### src/inc/icx_pkg.sv
// How it works
// - Byte words: top 00, 4-bit code, destination at bit 7, 7-bit file address.
// - And, or, xor, complement and move update only the zero flag.
// - Add and subtract (file minus accumulator) update carry, half carry and zero.
// - Increment/decrement set zero; the skip forms change no flag, skip on zero.
// - Rotates go through carry and update only the carry flag.
// - Nibble swap changes no flag and writes the selected destination.
// - Bit words: top 01, 2-bit code, bit index, address; clear or set.
// - Bit tests skip the next word on clear or on set; no flags.
// - One cycle per word; branches and taken skips add a dummy cycle.
// - Literal add, subtract, and, or, xor work on the accumulator with flags.
// - Load literal takes one cycle; the three return forms take two.
// - Standby and watchdog clear words update expiry and power-down flags.
// - A port register is read from its pin levels, not its latch.
// - A write to timer zero clears its prescaler when assigned there.
// - One instruction cycle is four clock periods.
package icx_pkg;
  localparam logic [1:0] GRP_BYTE = 2'h0;
  localparam logic [1:0] GRP_BIT = 2'h1;
  localparam logic [1:0] GRP_CTRL = 2'h2;
  localparam logic [1:0] GRP_LIT = 2'h3;
  localparam logic [3:0] OP_MISC = 4'h0;
  localparam logic [3:0] OP_CLR = 4'h1;
  localparam logic [3:0] OP_SUB = 4'h2;
  localparam logic [3:0] OP_DEC = 4'h3;
  localparam logic [3:0] OP_OR = 4'h4;
  localparam logic [3:0] OP_AND = 4'h5;
  localparam logic [3:0] OP_XOR = 4'h6;
  localparam logic [3:0] OP_ADD = 4'h7;
  localparam logic [3:0] OP_MOV = 4'h8;
  localparam logic [3:0] OP_COM = 4'h9;
  localparam logic [3:0] OP_INC = 4'hA;
  localparam logic [3:0] OP_DECSZ = 4'hB;
  localparam logic [3:0] OP_RR = 4'hC;
  localparam logic [3:0] OP_RL = 4'hD;
  localparam logic [3:0] OP_SWAP = 4'hE;
  localparam logic [3:0] OP_INCSZ = 4'hF;
  localparam logic [7:0] LOW_RET = 8'h08;
  localparam logic [7:0] LOW_INT_RET = 8'h09;
  localparam logic [7:0] LOW_SLEEP = 8'h63;
  localparam logic [7:0] LOW_WDTCLR = 8'h64;
  localparam logic [1:0] BOP_CLR = 2'h0;
  localparam logic [1:0] BOP_SET = 2'h1;
  localparam logic [1:0] BOP_TSTC = 2'h2;
  localparam logic [1:0] BOP_TSTS = 2'h3;
  localparam logic [1:0] LOP_LOAD = 2'h0;
  localparam logic [1:0] LOP_RET_LIT = 2'h1;
  localparam logic [2:0] LOP_SUB = 3'h6;
  localparam logic [2:0] LOP_ADD = 3'h7;
  localparam logic [3:0] LOP_OR = 4'h8;
  localparam logic [3:0] LOP_AND = 4'h9;
  localparam logic [3:0] LOP_XOR = 4'hA;
  localparam int DEST_BIT = 7;
  localparam int CALL_BIT = 11;
  localparam logic [6:0] PORT_ADDR = 7'h05;
  localparam logic [6:0] TIMER0_ADDR = 7'h01;
  localparam int STACK_DEPTH = 8;
  localparam logic RST_EXPIRY = 1'b1;
  localparam logic RST_PWRDN = 1'b1;
  localparam int OSC_PER_INSTR = 4;
  localparam logic [10:0] PC_STEP = 11'h001;
  localparam logic [10:0] PC_SKIP = 11'h002;
  typedef enum logic [1:0] {
    PH_Q1 = 2'b00,
    PH_Q2 = 2'b01,
    PH_Q3 = 2'b10,
    PH_Q4 = 2'b11
  } icx_phase_t;
endpackage

### src/verilog/icx_core.sv
`timescale 1ns/100ps
`default_nettype none
module icx_core import icx_pkg::*; (
  input wire logic REF_CLK,
  input wire logic RESETN,
  input wire logic [13:0] INSTR,
  output logic [10:0] PROG_ADDR,
  output logic [6:0] FILE_ADDR,
  input wire logic [7:0] FILE_RDATA,
  output logic [7:0] FILE_WDATA,
  output logic FILE_WE,
  input wire logic [7:0] PORT_PINS,
  input wire logic PRESC_ON_TIMER0,
  output logic PRESCALER_CLEAR,
  output logic [7:0] ACCUM,
  output logic CARRY_FLAG,
  output logic HALF_CARRY_FLAG,
  output logic ZERO_FLAG,
  output logic WATCHDOG_EXPIRY_FLAG,
  output logic POWER_DOWN_FLAG,
  output logic STANDBY_REQ,
  output logic WATCHDOG_CLEAR,
  output logic INT_RETURN
);

  // ----------------------------------------------------------------
  // Helpers
  // ----------------------------------------------------------------
  // Returns {carry, half carry, sum}; subtraction passes ~b with ci set.
  function automatic logic [9:0] add8(input logic [7:0] a,
                                      input logic [7:0] b,
                                      input logic ci);
    logic [4:0] lo;
    logic [8:0] s;
    lo = {1'b0, a[3:0]} + {1'b0, b[3:0]} + {4'h0, ci};
    s = {1'b0, a} + {1'b0, b} + {8'h00, ci};
    add8 = {s[8], lo[4], s[7:0]};
  endfunction

  function automatic logic [7:0] bit_mask(input logic [2:0] idx);
    bit_mask = 8'h01 << idx;
  endfunction

  // ----------------------------------------------------------------
  // State
  // ----------------------------------------------------------------
  icx_phase_t ph;
  icx_phase_t next_ph;
  logic [13:0] ir;
  logic flush;
  logic [10:0] pc;
  logic [10:0] stack [STACK_DEPTH];
  logic [2:0] sp;
  logic [7:0] pin_s1;
  logic [7:0] pin_s2;
  logic [7:0] pin_s3;
  logic [7:0] pin_level;

  logic [1:0] grp;
  logic [3:0] op;
  logic dst;
  logic [2:0] bidx;
  logic [6:0] addr;
  logic [7:0] src;
  logic exec;
  logic [7:0] res;
  logic [9:0] arith;
  logic wr_file, wr_acc, upd_z, upd_c, upd_dc;
  logic skip, jump, push, pop, sleep, wdtc, retint;
  logic [10:0] tgt;
  logic [10:0] next_pc;

  assign grp = ir[13:12];
  assign op = ir[11:8];
  assign dst = ir[DEST_BIT];
  assign bidx = ir[9:7];
  assign addr = ir[6:0];
  assign FILE_ADDR = ir[6:0];
  assign PROG_ADDR = pc;
  assign exec = (ph == PH_Q3) && !flush;
  // A port is sampled at its pins so external drive wins over the latch.
  assign src = (addr == PORT_ADDR) ? pin_level : FILE_RDATA;

  // ----------------------------------------------------------------
  // Instruction cycle and fetch
  // ----------------------------------------------------------------
  always_comb begin
    case (ph)
      PH_Q1: next_ph = PH_Q2;
      PH_Q2: next_ph = PH_Q3;
      PH_Q3: next_ph = PH_Q4;
      PH_Q4: next_ph = PH_Q1;
      default: next_ph = PH_Q1;
    endcase
  end

  always_ff @(posedge REF_CLK or negedge RESETN) begin
    if (!RESETN) begin
      ph <= PH_Q1;
    end else begin
      ph <= next_ph;
    end
  end

  always_ff @(posedge REF_CLK or negedge RESETN) begin
    if (!RESETN) begin
      ir <= 14'h0000;
    end else if (ph == PH_Q1) begin
      ir <= INSTR;
    end
  end

  // A level only counts once the two later stages agree.
  always_ff @(posedge REF_CLK or negedge RESETN) begin
    if (!RESETN) begin
      pin_s1 <= 8'h00;
      pin_s2 <= 8'h00;
      pin_s3 <= 8'h00;
      pin_level <= 8'h00;
    end else begin
      pin_s1 <= PORT_PINS;
      pin_s2 <= pin_s1;
      pin_s3 <= pin_s2;
      if (pin_s2 == pin_s3) begin
        pin_level <= pin_s3;
      end
    end
  end

  // ----------------------------------------------------------------
  // Decode and execute
  // ----------------------------------------------------------------
  always_comb begin
    res = 8'h00;
    arith = 10'h000;
    wr_file = 1'b0;
    wr_acc = 1'b0;
    upd_z = 1'b0;
    upd_c = 1'b0;
    upd_dc = 1'b0;
    skip = 1'b0;
    jump = 1'b0;
    push = 1'b0;
    pop = 1'b0;
    sleep = 1'b0;
    wdtc = 1'b0;
    retint = 1'b0;
    tgt = pc;
    case (grp)
      GRP_BYTE: begin
        if (op != OP_MISC) begin
          wr_file = dst;
          wr_acc = !dst;
        end
        case (op)
          OP_MISC: begin
            if (dst) begin
              res = ACCUM;
              wr_file = 1'b1;
            end else begin
              case (ir[7:0])
                LOW_RET: pop = 1'b1;
                LOW_INT_RET: begin
                  pop = 1'b1;
                  retint = 1'b1;
                end
                LOW_SLEEP: sleep = 1'b1;
                LOW_WDTCLR: wdtc = 1'b1;
                default: ;
              endcase
            end
          end
          OP_CLR: upd_z = 1'b1;
          OP_SUB, OP_ADD: begin
            arith = (op == OP_ADD) ? add8(src, ACCUM, 1'b0)
                                   : add8(src, ~ACCUM, 1'b1);
            res = arith[7:0];
            upd_z = 1'b1;
            upd_c = 1'b1;
            upd_dc = 1'b1;
          end
          OP_DEC, OP_DECSZ: res = src - 8'h01;
          OP_INC, OP_INCSZ: res = src + 8'h01;
          OP_OR: res = src | ACCUM;
          OP_AND: res = src & ACCUM;
          OP_XOR: res = src ^ ACCUM;
          OP_COM: res = ~src;
          OP_MOV: res = src;
          OP_RL: begin
            res = {src[6:0], CARRY_FLAG};
            arith = {src[7], 9'h000};
            upd_c = 1'b1;
          end
          OP_RR: begin
            res = {CARRY_FLAG, src[7:1]};
            arith = {src[0], 9'h000};
            upd_c = 1'b1;
          end
          OP_SWAP: res = {src[3:0], src[7:4]};
          default: ;
        endcase
        if (op == OP_DEC || op == OP_INC || op == OP_OR || op == OP_AND ||
            op == OP_XOR || op == OP_COM || op == OP_MOV) begin
          upd_z = 1'b1;
        end
        if (op == OP_DECSZ || op == OP_INCSZ) begin
          skip = (res == 8'h00);
        end
      end
      GRP_BIT: begin
        case (ir[11:10])
          BOP_CLR: begin
            res = src & ~bit_mask(bidx);
            wr_file = 1'b1;
          end
          BOP_SET: begin
            res = src | bit_mask(bidx);
            wr_file = 1'b1;
          end
          BOP_TSTC: skip = (src & bit_mask(bidx)) == 8'h00;
          BOP_TSTS: skip = (src & bit_mask(bidx)) != 8'h00;
          default: ;
        endcase
      end
      GRP_CTRL: begin
        jump = 1'b1;
        tgt = ir[10:0];
        push = !ir[CALL_BIT];
      end
      GRP_LIT: begin
        wr_acc = 1'b1;
        res = ir[7:0];
        if (ir[11:10] == LOP_RET_LIT) begin
          pop = 1'b1;
        end else if (ir[11:10] == LOP_LOAD) begin
          wr_acc = 1'b1;
        end else if (ir[11:9] == LOP_ADD || ir[11:9] == LOP_SUB) begin
          arith = (ir[11:9] == LOP_ADD) ? add8(ir[7:0], ACCUM, 1'b0)
                                        : add8(ir[7:0], ~ACCUM, 1'b1);
          res = arith[7:0];
          upd_z = 1'b1;
          upd_c = 1'b1;
          upd_dc = 1'b1;
        end else if (op == LOP_OR || op == LOP_AND || op == LOP_XOR) begin
          res = (op == LOP_OR) ? (ir[7:0] | ACCUM) :
                (op == LOP_AND) ? (ir[7:0] & ACCUM) : (ir[7:0] ^ ACCUM);
          upd_z = 1'b1;
        end else begin
          wr_acc = 1'b0;
        end
      end
      default: ;
    endcase
  end

  always_comb begin
    next_pc = pc + PC_STEP;
    if (pop) begin
      next_pc = stack[sp - 3'h1];
    end else if (jump) begin
      next_pc = tgt;
    end else if (skip) begin
      next_pc = pc + PC_SKIP;
    end
  end

  // ----------------------------------------------------------------
  // Commit at the third clock of each instruction cycle
  // ----------------------------------------------------------------
  always_ff @(posedge REF_CLK or negedge RESETN) begin
    if (!RESETN) begin
      ACCUM <= 8'h00;
      CARRY_FLAG <= 1'b0;
      HALF_CARRY_FLAG <= 1'b0;
      ZERO_FLAG <= 1'b0;
    end else if (exec) begin
      if (wr_acc) begin
        ACCUM <= res;
      end
      if (upd_c) begin
        CARRY_FLAG <= arith[9];
      end
      if (upd_dc) begin
        HALF_CARRY_FLAG <= arith[8];
      end
      if (upd_z) begin
        ZERO_FLAG <= (res == 8'h00);
      end
    end
  end

  always_ff @(posedge REF_CLK or negedge RESETN) begin
    if (!RESETN) begin
      FILE_WE <= 1'b0;
      FILE_WDATA <= 8'h00;
      PRESCALER_CLEAR <= 1'b0;
      STANDBY_REQ <= 1'b0;
      WATCHDOG_CLEAR <= 1'b0;
      INT_RETURN <= 1'b0;
    end else begin
      FILE_WE <= exec && wr_file;
      if (exec && wr_file) begin
        FILE_WDATA <= res;
      end
      PRESCALER_CLEAR <= exec && wr_file && (addr == TIMER0_ADDR) &&
                         PRESC_ON_TIMER0;
      STANDBY_REQ <= exec && sleep;
      WATCHDOG_CLEAR <= exec && wdtc;
      INT_RETURN <= exec && retint;
    end
  end

  always_ff @(posedge REF_CLK or negedge RESETN) begin
    if (!RESETN) begin
      WATCHDOG_EXPIRY_FLAG <= RST_EXPIRY;
      POWER_DOWN_FLAG <= RST_PWRDN;
    end else if (exec && (sleep || wdtc)) begin
      WATCHDOG_EXPIRY_FLAG <= 1'b1;
      POWER_DOWN_FLAG <= wdtc;
    end
  end

  // The dummy cycle holds the counter, so a skip steps it by two at once.
  always_ff @(posedge REF_CLK or negedge RESETN) begin
    if (!RESETN) begin
      pc <= 11'h000;
      flush <= 1'b0;
      sp <= 3'h0;
    end else if (ph == PH_Q3) begin
      if (flush) begin
        flush <= 1'b0;
      end else begin
        pc <= next_pc;
        flush <= skip || jump || pop;
        if (push) begin
          sp <= sp + 3'h1;
        end else if (pop) begin
          sp <= sp - 3'h1;
        end
      end
    end
  end

  // The stack wraps silently; overflow overwrites the oldest entry.
  always_ff @(posedge REF_CLK) begin
    if (exec && push) begin
      stack[sp] <= pc + PC_STEP;
    end
  end
endmodule // icx_core
`default_nettype wire

### config.mk
export PLATFORM = sky130hd
export DESIGN_NAME = icx_core
export DESIGN_NICKNAME = d
export VERILOG_FILES = /design/src/inc/icx_pkg.sv /design/src/verilog/icx_core.sv
export SDC_FILE = /design/constraint.sdc
export NUM_CORES = 1
export LEC_CHECK = 0
export ABC_AREA = 1
export BUFFER_PORTS_ARGS = -buffer_cell sky130_fd_sc_hd__buf_2
export CAP_MARGIN = 20
export CORE_AREA = 2 2 160 162
export CTS_CLUSTER_SIZE = 24
export DETAILED_ROUTE_END_ITERATION = 8
export DIE_AREA = 0 0 162 164
export PLACE_DENSITY = 0.64
export REMOVE_ABC_BUFFERS = 1
export SLEW_MARGIN = 40
export SYNTH_ARGS = -nofsm -noshare
export SYNTH_HDL_FRONTEND = slang
export SYNTH_SLANG_ARGS = --single-unit
### constraint.sdc
create_clock -name REF_CLK -period 4.55 [get_ports REF_CLK]
set_input_delay 0.91 -clock REF_CLK [delete_from_list [all_inputs] [get_ports REF_CLK]]
set_output_delay 0.91 -clock REF_CLK [all_outputs]
set_load 0.02 [all_outputs]
# Word-level counts from Yosys, hierarchy flattened
# Memory sizes are Yosys's and may differ from the RTL's.
# Index checks and enable logic that the tools add are counted.
# op_classes
add_sub_neg	18
eq_ne	34
n_shift	1
muxes	74
bitwise	13
reduce_logical	48
# ops
cell	n
one-hot mux 8 bit (12 select lines)	1
two-way mux 8 bit	9
two-way mux 10 bit	5
two-way mux 11 bit	4
two-way mux 1 bit	40
adder 8 x 8 -> 9 bit	4
AND 8 bit	4
== test 4 bit, second input constant	8
one-hot mux 10 bit (3 select lines)	1
logical NOT 8 bit	3
NOT 8 bit	3
OR 8 bit	3
one-hot mux 8 bit (3 select lines)	1
adder 4 x 4 -> 5 bit	4
one-hot mux 10 bit (2 select lines)	1
adder 9 x 1 -> 9 bit, second input constant	2
== test 4 x 3 -> 1 bit, second input constant	4
== test 8 x 4 -> 1 bit, second input constant	2
== test 8 x 7 -> 1 bit, second input constant	2
one-hot mux 1 bit (2 select lines)	8
one-hot mux 8 bit (2 select lines)	1
XOR 8 bit	2
logical OR 1 bit	13
== test 2 bit, second input constant	6
other kinds (31)	57
# word_totals
regBits	88
ram_bits	88
input_bits	33
mem_count	1
# memory_table
name	depth	width	read_ports	rd_ports_with_merged_regs	wr	line	rtl
stack	8	11	1	0	1	icx_core.sv:52	logic [10:0] stack [STACK_DEPTH];

# Longest topological paths before layout
# Gate-level depths: netlist (run 1).
# depth
ltp_word	13
mapped_depth	29

# Worst setup path after synthesis (run 1)
# OpenSTA, ideal clock, no wires.
# synth_timing
path_type	register to register
startpoint	register ir[1]
endpoint	register pc[1], in the netlist PROG_ADDR[1]
setup_time_ns	0.064
t_arrival_ns	3.254
required_ns	4.486
slack_ns	1.233
path_stages_with_launch	29
n_path_buf	2
cell_sequence	dfrtp_1 -> inv_2 -> nand2_2 -> nor2_4 -> buf_4 -> nand3_1 -> nand2_2 -> inv_2 -> fa_1 -> inv_1 -> nand3_1 -> nand2_1 -> nand2_1 -> nand2_1 -> nand2_1 -> nand2_1 -> nor2_1 -> nor3_2 -> nand2_1 -> nor2_1 -> nand2_1 -> nor2_4 -> nand3_4 -> nand2_4 -> buf_6 -> nand3_2 -> nand3_1 -> o21ai_1 -> inv_1
# synth_via
elab_chain_len	13
# synth_rtl
element	line	rtl
start: declaration	icx_core.sv:49	logic [13:0] ir;
start signal: assignment	icx_core.sv:107	ir <= 14'h0000;
start signal: assignment	icx_core.sv:109	ir <= INSTR;
== test 7 x 3 -> 1 bit	icx_core.sv:82	assign src = (addr == PORT_ADDR) ? pin_level : FILE_RDATA;
two-way mux 8 bit	icx_core.sv:82	
adder 8 x 8 -> 9 bit	icx_core.sv:36	s = {1'b0, a} + {1'b0, b} + {8'h00, ci};
adder 9 x 1 -> 9 bit	icx_core.sv:36	
two-way mux 10 bit	icx_core.sv:175	arith = (op == OP_ADD) ? add8(src, ACCUM, 1'b0)
one-hot mux 8 bit (12 select lines)	icx_core.sv:155	case (op)
two-way mux 8 bit	icx_core.sv:149	case (grp)
logical NOT 8 bit	icx_core.sv:207	skip = (res == 8'h00);
two-way mux 1 bit	icx_core.sv:206	if (op == OP_DECSZ || op == OP_INCSZ) begin
one-hot mux 1 bit (2 select lines)	icx_core.sv:149	
two-way mux 11 bit	icx_core.sv:262	end else if (skip) begin
two-way mux 11 bit	icx_core.sv:260	end else if (jump) begin
two-way mux 11 bit	icx_core.sv:258	if (pop) begin
end signal: assignment	icx_core.sv:333	pc <= next_pc;
end: declaration	icx_core.sv:51	logic [10:0] pc;
# Several ways; a longest one is shown, not always the timed one. The select of a mux whose other input is x is not followed.
# A chain may end at the register's enable or synchronous reset.

# Final worst setup path (run 1)
# layout_timing
startpoint	register ir[4]
endpoint	register pc[6], in the netlist PROG_ADDR[6]
# The elaborated chain is that of the path after synthesis.

==> results of run 1 <==
-- kinds of logic (layout without fill, tap and decap cells) --
logic type,Yosys count,in the layout,share of synthesized area [%]
and+or+nand+nor,621,621,24.6
AOI/OAI and AO/OA,272,272,14.0
buffers and inverters,193,277,7.12
DFF,176,176,44.0
adders and majority gates,65,65,7.72
xor gates and xnor gates,26,26,2.07
muxes,5,5,0.499
other,1,1,0.0340
-- flip-flops by register name (all words and copies together) (netlist names) --
name             count
POWER_DOWN_FLAG      1
pin_s3               8
sp                   3
PRESCALER_CLEAR      1
stack               88
pin_level            8
HALF_CARRY_FLAG      1
ACCUM                8
PROG_ADDR           11
INT_RETURN           1
flush                1
ZERO_FLAG            1
STANDBY_REQ          1
WATCHDOG_CLEAR       1
pin_s1               8
pin_s2               8
FILE_WE              1
CARRY_FLAG           1
ir                  14
FILE_WDATA           8
ph                   2
-- cell type report --
class                      instances  area (sq um)  area share (%)
multi-input combinational        990          5400            43.6
sequential                       176          4850            39.2
timing repair buffer             103           592            4.78
inverter                         142           533            4.31
clock buffer                      18           429            3.47
tap                              330           413            3.34
clock inverter                    14           165            1.33
-- worst register-to-register path: cells and delay by family, from the launching register on --
kind / cells / cell delay [ps]
AND/OR/NAND/NOR: 22 / 2730
flip-flops: 1 / 450
adder cells (fa/ha/maj): 2 / 670
buffers and inverters: 2 / 230
-- cells in the final DEF (no fill, tap or decap), types with 28 or more instances in the layout --
cell type    n
nand2_1    317
nor2_1     142
o21ai_0    135
inv_1      125
edfxtp_1    88
dfrtp_1     87
nand3_1     85
buf_2       74
ha_1        59
a21oi_1     50
buf_4       28
-- routing by layer --
layer / vias up / wire (microns) / part of all wire, %
met2: 425 / 14600 / 42
met4: 0 / 906 / 2.6
met3: 71 / 3170 / 9.2
li1: 4699 / - / -
met5: - / 0 / 0
met1: 4724 / 15900 / 46
-- path summary, 6_finish.rpt --
check                           slack [ps]           end  startpoint  cells past startpoint
worst max-delay path                   380  PROG_ADDR[6]       ir[4]                     26
worst min-delay path                   350     pin_s2[2]   pin_s1[2]                      0
worst max register to register         380  PROG_ADDR[6]       ir[4]                     26
worst min register to register         350     pin_s2[2]   pin_s1[2]                      0
max in group asynchronous             3310      ACCUM[0]      RESETN                      2
min in group asynchronous              430    CARRY_FLAG      RESETN                      1
-- through the flow --
| step | instances | setup slack [ps] | utilization [%] |
|---|---|---|---|
| 6_report | 1773 | 376 | 49.9 |
| 5_1_grt | 1773 | 26.6 | 49.9 |
| 4_1_cts | 1773 | 442 | 49.8 |
| 3_5_place_dp | 1741 | 476 | 47.5 |
| 3_3_place_gp | 1741 | 558 | 47.4 |
| 2_1_floorplan | 1308 | 676 | - |
-- power groups by stage --
stage	Clock, uW	Combinational (uW)	Sequential (uW)
floorplan	0	1480	2260
finish	1470	2470	2150
detailed placement	0	2440	2180
CTS	1490	2450	2150
global route	1560	2760	2170
global placement	0	2420	2180
==> out/metrics.cfg, run 1 <==
[run_status]
status=completed

[routing]
wirelength_microns=34600
via_per_inst=5.59
drc_errors=0
wl_per_cell_microns=19.5
antenna_left=0
drtIter0Drc=917
dr_total_vias=9919
drtPass1Iterations=5

[placed_design]
port_buffers=75
place_congestion=0.997
dpl.hpwl_microns=25800
place_area_sq_um=11800

[critical_path]
cp.required_ps=4870
critPathMaxFanout=13
critPathSlowestCell=dfrtp_1
endpoint_kind=flip-flop
crit_family=simple AND/OR/NAND/NOR gates
cp.arrival_ps=4490
path_common_cell=nand2_1
start_kind=flip-flop
critPathMaxStageDelay_ps=450
crit_type=flip-flop to flip-flop
worst-path-buf-inv=2

[grt]
grt_pass1_vias=9176
grt_pass1_wl_microns=53100
gr-usage-all-layers_pct=26.2
busiest_layer=met1
grtUsageMet1_pct=39.3
grt_max_degree=58
grt_overflow=0
antenna_found_initial=0
grtUsageMet2_pct=38.1
use_met3_pct=5.48

[power]
pwr-share-seq_pct=35.4
leakagePower_uw=0.00558
clkPwrFrac_pct=24.1
p_total_uw=6090
switching_share_pct=43.4
ir_worst_vdd_mv=0.329
powerDensity_nw_per_um2=492
internal-power_uw=3450
p_comb_share_pct=40.5
power.switching_uw=2640

[hold_path]
hold_path_class=flip-flop to flip-flop

[layout]
antenna-diode-count=0
fillers=2413
nets=1528
drive_above_1_share_pct=14.1
syn2layout_area_growth_pct=12.3
fin_area_sq_um=12400

[clocking]
cts_resized=0
clock_latency_ps=440
max-clock-path-buffers=2
cts_made_buffers=17
postCtsHoldBufs=0
cts_tree=done
cts_sinks=176
cts_root_buf=clkbuf_16
postCtsSetupBuffers=0
htreeDepth=4
clk_pin_slew_ps=80

[logic_synthesis]
synth_cell_types=53
syn_inst=1359
yosysTopAreaCell=edfxtp_1
synth_top_area_share_pct=24.0
ys_top_cells_by_count=nand2_1 (317), nor2_1 (142), o21ai_0 (138)
yosysMostFrequentCell=nand2_1
synth_area_leaders=edfxtp_1 (24%), dfrtp_1 (20%), nand2_1 (11%)
avgSynthCellArea_sq_um=8.11
synth-edff-count=88
synthArstFlopShare_pct=50.0
synth_warnings=0
yosysSeqAreaShare_pct=44.0
synth_seq_cells=176
synthFlopType=edfxtp_1
syn_area_sq_um=11000

[timing]
relSlewSlack_pct=46.8
skew_ps=23.8
slew_viol_final=0
whs_ps=347
fin_tns_setup_ps=0
setup_viol=0
hold_viol=0
rsz0062_at_grt=no
tightest_slew_ps=797
layout_min_cycle_time_ps=4170
fin_crit_sh_pct=91.7
fmax_ghz=0.240

[die]
coreArea_sq_um=24800
die_height_microns=164
row_count=58
start_util_pct=44.4
die_w_microns=162
ios=77
dieArea_sq_um=26600

[run]
max-cap-violations=0

No activity file was read; power rests on OpenSTA's default activity.
==> run 2, diff against run 1 <==
- ABC_AREA: 1 -> default
- CORE_AREA: 2 2 160 162 -> 2 2 161 163
- DIE_AREA: 0 0 162 164 -> 0 0 163 165
==> out/metrics.cfg, run 2 <==
[logic_synthesis]
yosysSeqAreaShare_pct=43.3  ; -0.71 points
synth_seq_cells=176  ; unchanged
ys_top_cells_by_count=nand2_1 (129), edfxtp_1 (88), dfrtp_1 (87)
synth-edff-count=88  ; unchanged
synth_compound_area_share_pct=18.5  ; +4.6 points
synthXorXnorAreaFrac_pct=3.13  ; +1.1 points
synth_cell_types=91  ; +72%
synth_warnings=0  ; unchanged
synth_area_leaders=edfxtp_1 (24%), dfrtp_1 (19%), ha_1 (6.7%)
synth_top_area_share_pct=23.6  ; -0.39 points
syn_area_sq_um=11200  ; +1.6%
synthFlopType=edfxtp_1
synth-simple-area-share_pct=15.5  ; -9.1 points
yosysMostFrequentCell=nand2_1
synth_top_family_by_area=compound AO/OA/AOI/OAI gates
synth_mux_area_share_pct=7.44  ; +6.9 points
synthArstFlopShare_pct=50.0  ; unchanged
syn_inst=1126  ; -17%
yosysTopAreaCell=edfxtp_1
yosys.area_share.adder_pct=7.59  ; -0.13 points
avgSynthCellArea_sq_um=9.95  ; +23%

[critical_path]
rr_endpoint=PROG_ADDR[8]
critPathMaxFanout=6  ; -7
endpoint_kind=flip-flop
start_kind=flip-flop
crit_type=flip-flop to flip-flop
cp.arrival_ps=4730  ; +240 ps
ff2ff_setup_slack_ps=130  ; -240 ps
cp.required_ps=4860  ; about the same
rr_worst_depth=16  ; -38%
reg2reg_from=ir[1]

[die]
ios=77  ; unchanged
die_height_microns=165  ; +0.61%
row_count=58  ; unchanged
dieArea_sq_um=26900  ; +1.2%
start_util_pct=44.7  ; +0.34 points
die_w_microns=163  ; +0.62%
coreArea_sq_um=25000  ; +0.88%

[hold_path]
whs_endpoint=pin_s2[4]
hold_start=pin_s1[4]
hold_depth=0  ; unchanged
hold_path_class=flip-flop to flip-flop

[timing]
rsz0062_at_grt=yes
layout_min_cycle_time_ps=4420  ; +242 ps
fmax_ghz=0.226  ; -5.5%
tightest_slew_ps=911  ; +114 ps
fin_ws_ps=134  ; -242 ps
setup_viol=0  ; unchanged
hold_viol=0  ; unchanged
relSlewSlack_pct=39.1  ; -7.7 points
fin_crit_sh_pct=97.1  ; +5.3 points
skew_ps=14.4  ; -9.40 ps
slew_viol_final=0  ; unchanged

[layout]
multi_input_area_sq_um=5940  ; +10%
fillers=2300  ; -4.7%
seq_area_sq_um=4850  ; unchanged
antenna-diode-count=0  ; unchanged
fin_area_sq_um=12900  ; +4.1%
layout_common_cells=nand2_1 (128), edfxtp_1 (88), dfrtp_1 (87)
largest_register_ffs=88  ; unchanged
largest-register=stack
layout_commonest_cell=nand2_1
syn2layout_area_growth_pct=14.9
nets=1315  ; -14%
drive_above_1_share_pct=20.2  ; +6.2 points

[power]
power.switching_uw=2250  ; -15%
internal-power_uw=3510  ; +1.7%
switching_share_pct=39.1  ; -4.3 points
leakagePower_uw=0.00513  ; -8.1%
clkPwrFrac_pct=25.1  ; +1.0 points
p_comb_share_pct=39.2  ; -1.3 points
pwr-share-seq_pct=35.7  ; +0.3 points
powerDensity_nw_per_um2=447  ; -9.2%
ir_worst_vdd_mv=0.258  ; -22%

[clocking]
htreeDepth=4  ; unchanged
cts_made_buffers=17  ; unchanged
cts_root_buf=clkbuf_16
cts_sinks=176  ; unchanged
clk_pin_slew_ps=80  ; about the same
cts_tree=done
postCtsHoldBufs=0  ; unchanged
max-clock-path-buffers=2  ; unchanged
clock_latency_ps=440  ; about the same

[grt]
grt_max_degree=54  ; -6.9%
grt_pass1_vias=9537  ; +3.9%
grt_overflow=0  ; unchanged
grt_pass1_wl_microns=55700  ; +4.9%
gr-usage-all-layers_pct=27.5  ; +1.2 points
antenna_found_initial=0  ; unchanged

[routing]
wl_per_cell_microns=23.4  ; +20%
drtPass1Iterations=7  ; +2
dr_total_vias=9713  ; -2.1%
antenna_left=0  ; unchanged
via_per_inst=6.23  ; +11%
drc_errors=0  ; unchanged
drtIter0Drc=1012  ; +10%
wirelength_microns=36400  ; +5.4%

[placed_design]
place_ws_ps=4.33  ; -471 ps
place_congestion=0.974  ; -2.3%
dpl.hpwl_microns=26300  ; +2.2%
place_area_sq_um=12200  ; +3.4%
port_buffers=75  ; unchanged

[run_status]
status=completed

[run]
max-cap-violations=0  ; unchanged

==> run 2: cell count changes after synthesis, moves of 26 or more <==
cell,change
nand3_1,-45
o21ai_0,-62
xnor2_1,+26
nand2_1,-188
nor2_1,-64
inv_1,-75
==> run 2: worst max-delay path by stage <==
stage | start | end | slack, ps | cells after the start
2_1_floorplan | ir[1] | PROG_ADDR[8] | 8 | 14
3_3_place_gp | ir[1] | PROG_ADDR[8] | 30 | 15
3_5_place_dp | ir[1] | PROG_ADDR[8] | 4 | 15
4_1_cts | ir[1] | PROG_ADDR[8] | 60 | 15
5_1_grt | ir[1] | PROG_ADDR[8] | -50 | 19
6_report | ir[1] | PROG_ADDR[8] | 130 | 16
==> run 2: worst max-delay path, stage by stage (launching register included) <==
cell and delay [ps]:
dfrtp_1 380, or4b_4 610, o21ai_1 320, nand2_4 130, buf_4 180, fa_1 420, a21oi_1 290, nor2b_1 100
a221oi_2 270, xnor2_1 130, a221oi_1 260, buf_4 180, nand4_1 90, buf_4 200, o31a_1 310, a2111oi_4 320
a211oi_1 70
==> run 2: cell families (layout without fill, tap and decap cells) <==
| kind of cell | after synthesis | in the layout |
|---|---|---|
| fa+ha+maj | 65 | 65 |
| simple gates | 356 | 356 |
| compound gates | 310 | 310 |
| other cells | 1 | 1 |
| xor+xnor | 40 | 40 |
| flops | 176 | 176 |
| mux | 54 | 54 |
| buf+inv | 124 | 228 |
==> run 2: area by class of cell <==
cell class              instances  area share (%)
clock buffers                  18            3.33
clock inverters                14            1.07
inverters                      52            1.52
multi-input cells             826            46.2
flip-flops and latches        176            37.6
well taps                     330            3.21
repair buffers                144            7.08
==> run 2: timing repair <==
item                                    4_1_cts  5_1_grt
gates resized for setup                       1       20
pin swaps                                     0        8
endpoints found under the setup margin        2       11
buffers inserted                              0        4
==> run 2: through the flow <==
stage | setup TNS (ps) | hold slack, ps | utilization (%) | instances | total power, uW
global route | -50.8 | 353 | 51.4 | 1560 | 6040
detailed placement | 0 | 335 | 48.6 | 1524 | 4270
global placement | 0 | 333 | 48.6 | 1524 | 4250
finish | 0 | 339 | 51.4 | 1560 | 5760
floorplan | 0 | 331 | - | 1054 | 3510
CTS | 0 | 339 | 50.9 | 1556 | 5710
==> run 2: routing by layer <==
| layer | GRT usage, % | share of wire (%) |
|---|---|---|
| met1 | 36.6 | 42 |
| met2 | 44.0 | 47 |
| met3 | 3.97 | 7.0 |
| met4 | 13.8 | 4.7 |
| met5 | 0 | 0 |
==> run 2: power groups by stage <==
stage	sequential (uW)	clock, uW	combinational (uW)
6_report	2050	1450	2260
5_1_grt	2070	1530	2450
4_1_cts	2050	1460	2200
3_5_place_dp	2080	0	2190
3_3_place_gp	2080	0	2170
2_1_floorplan	2200	0	1310
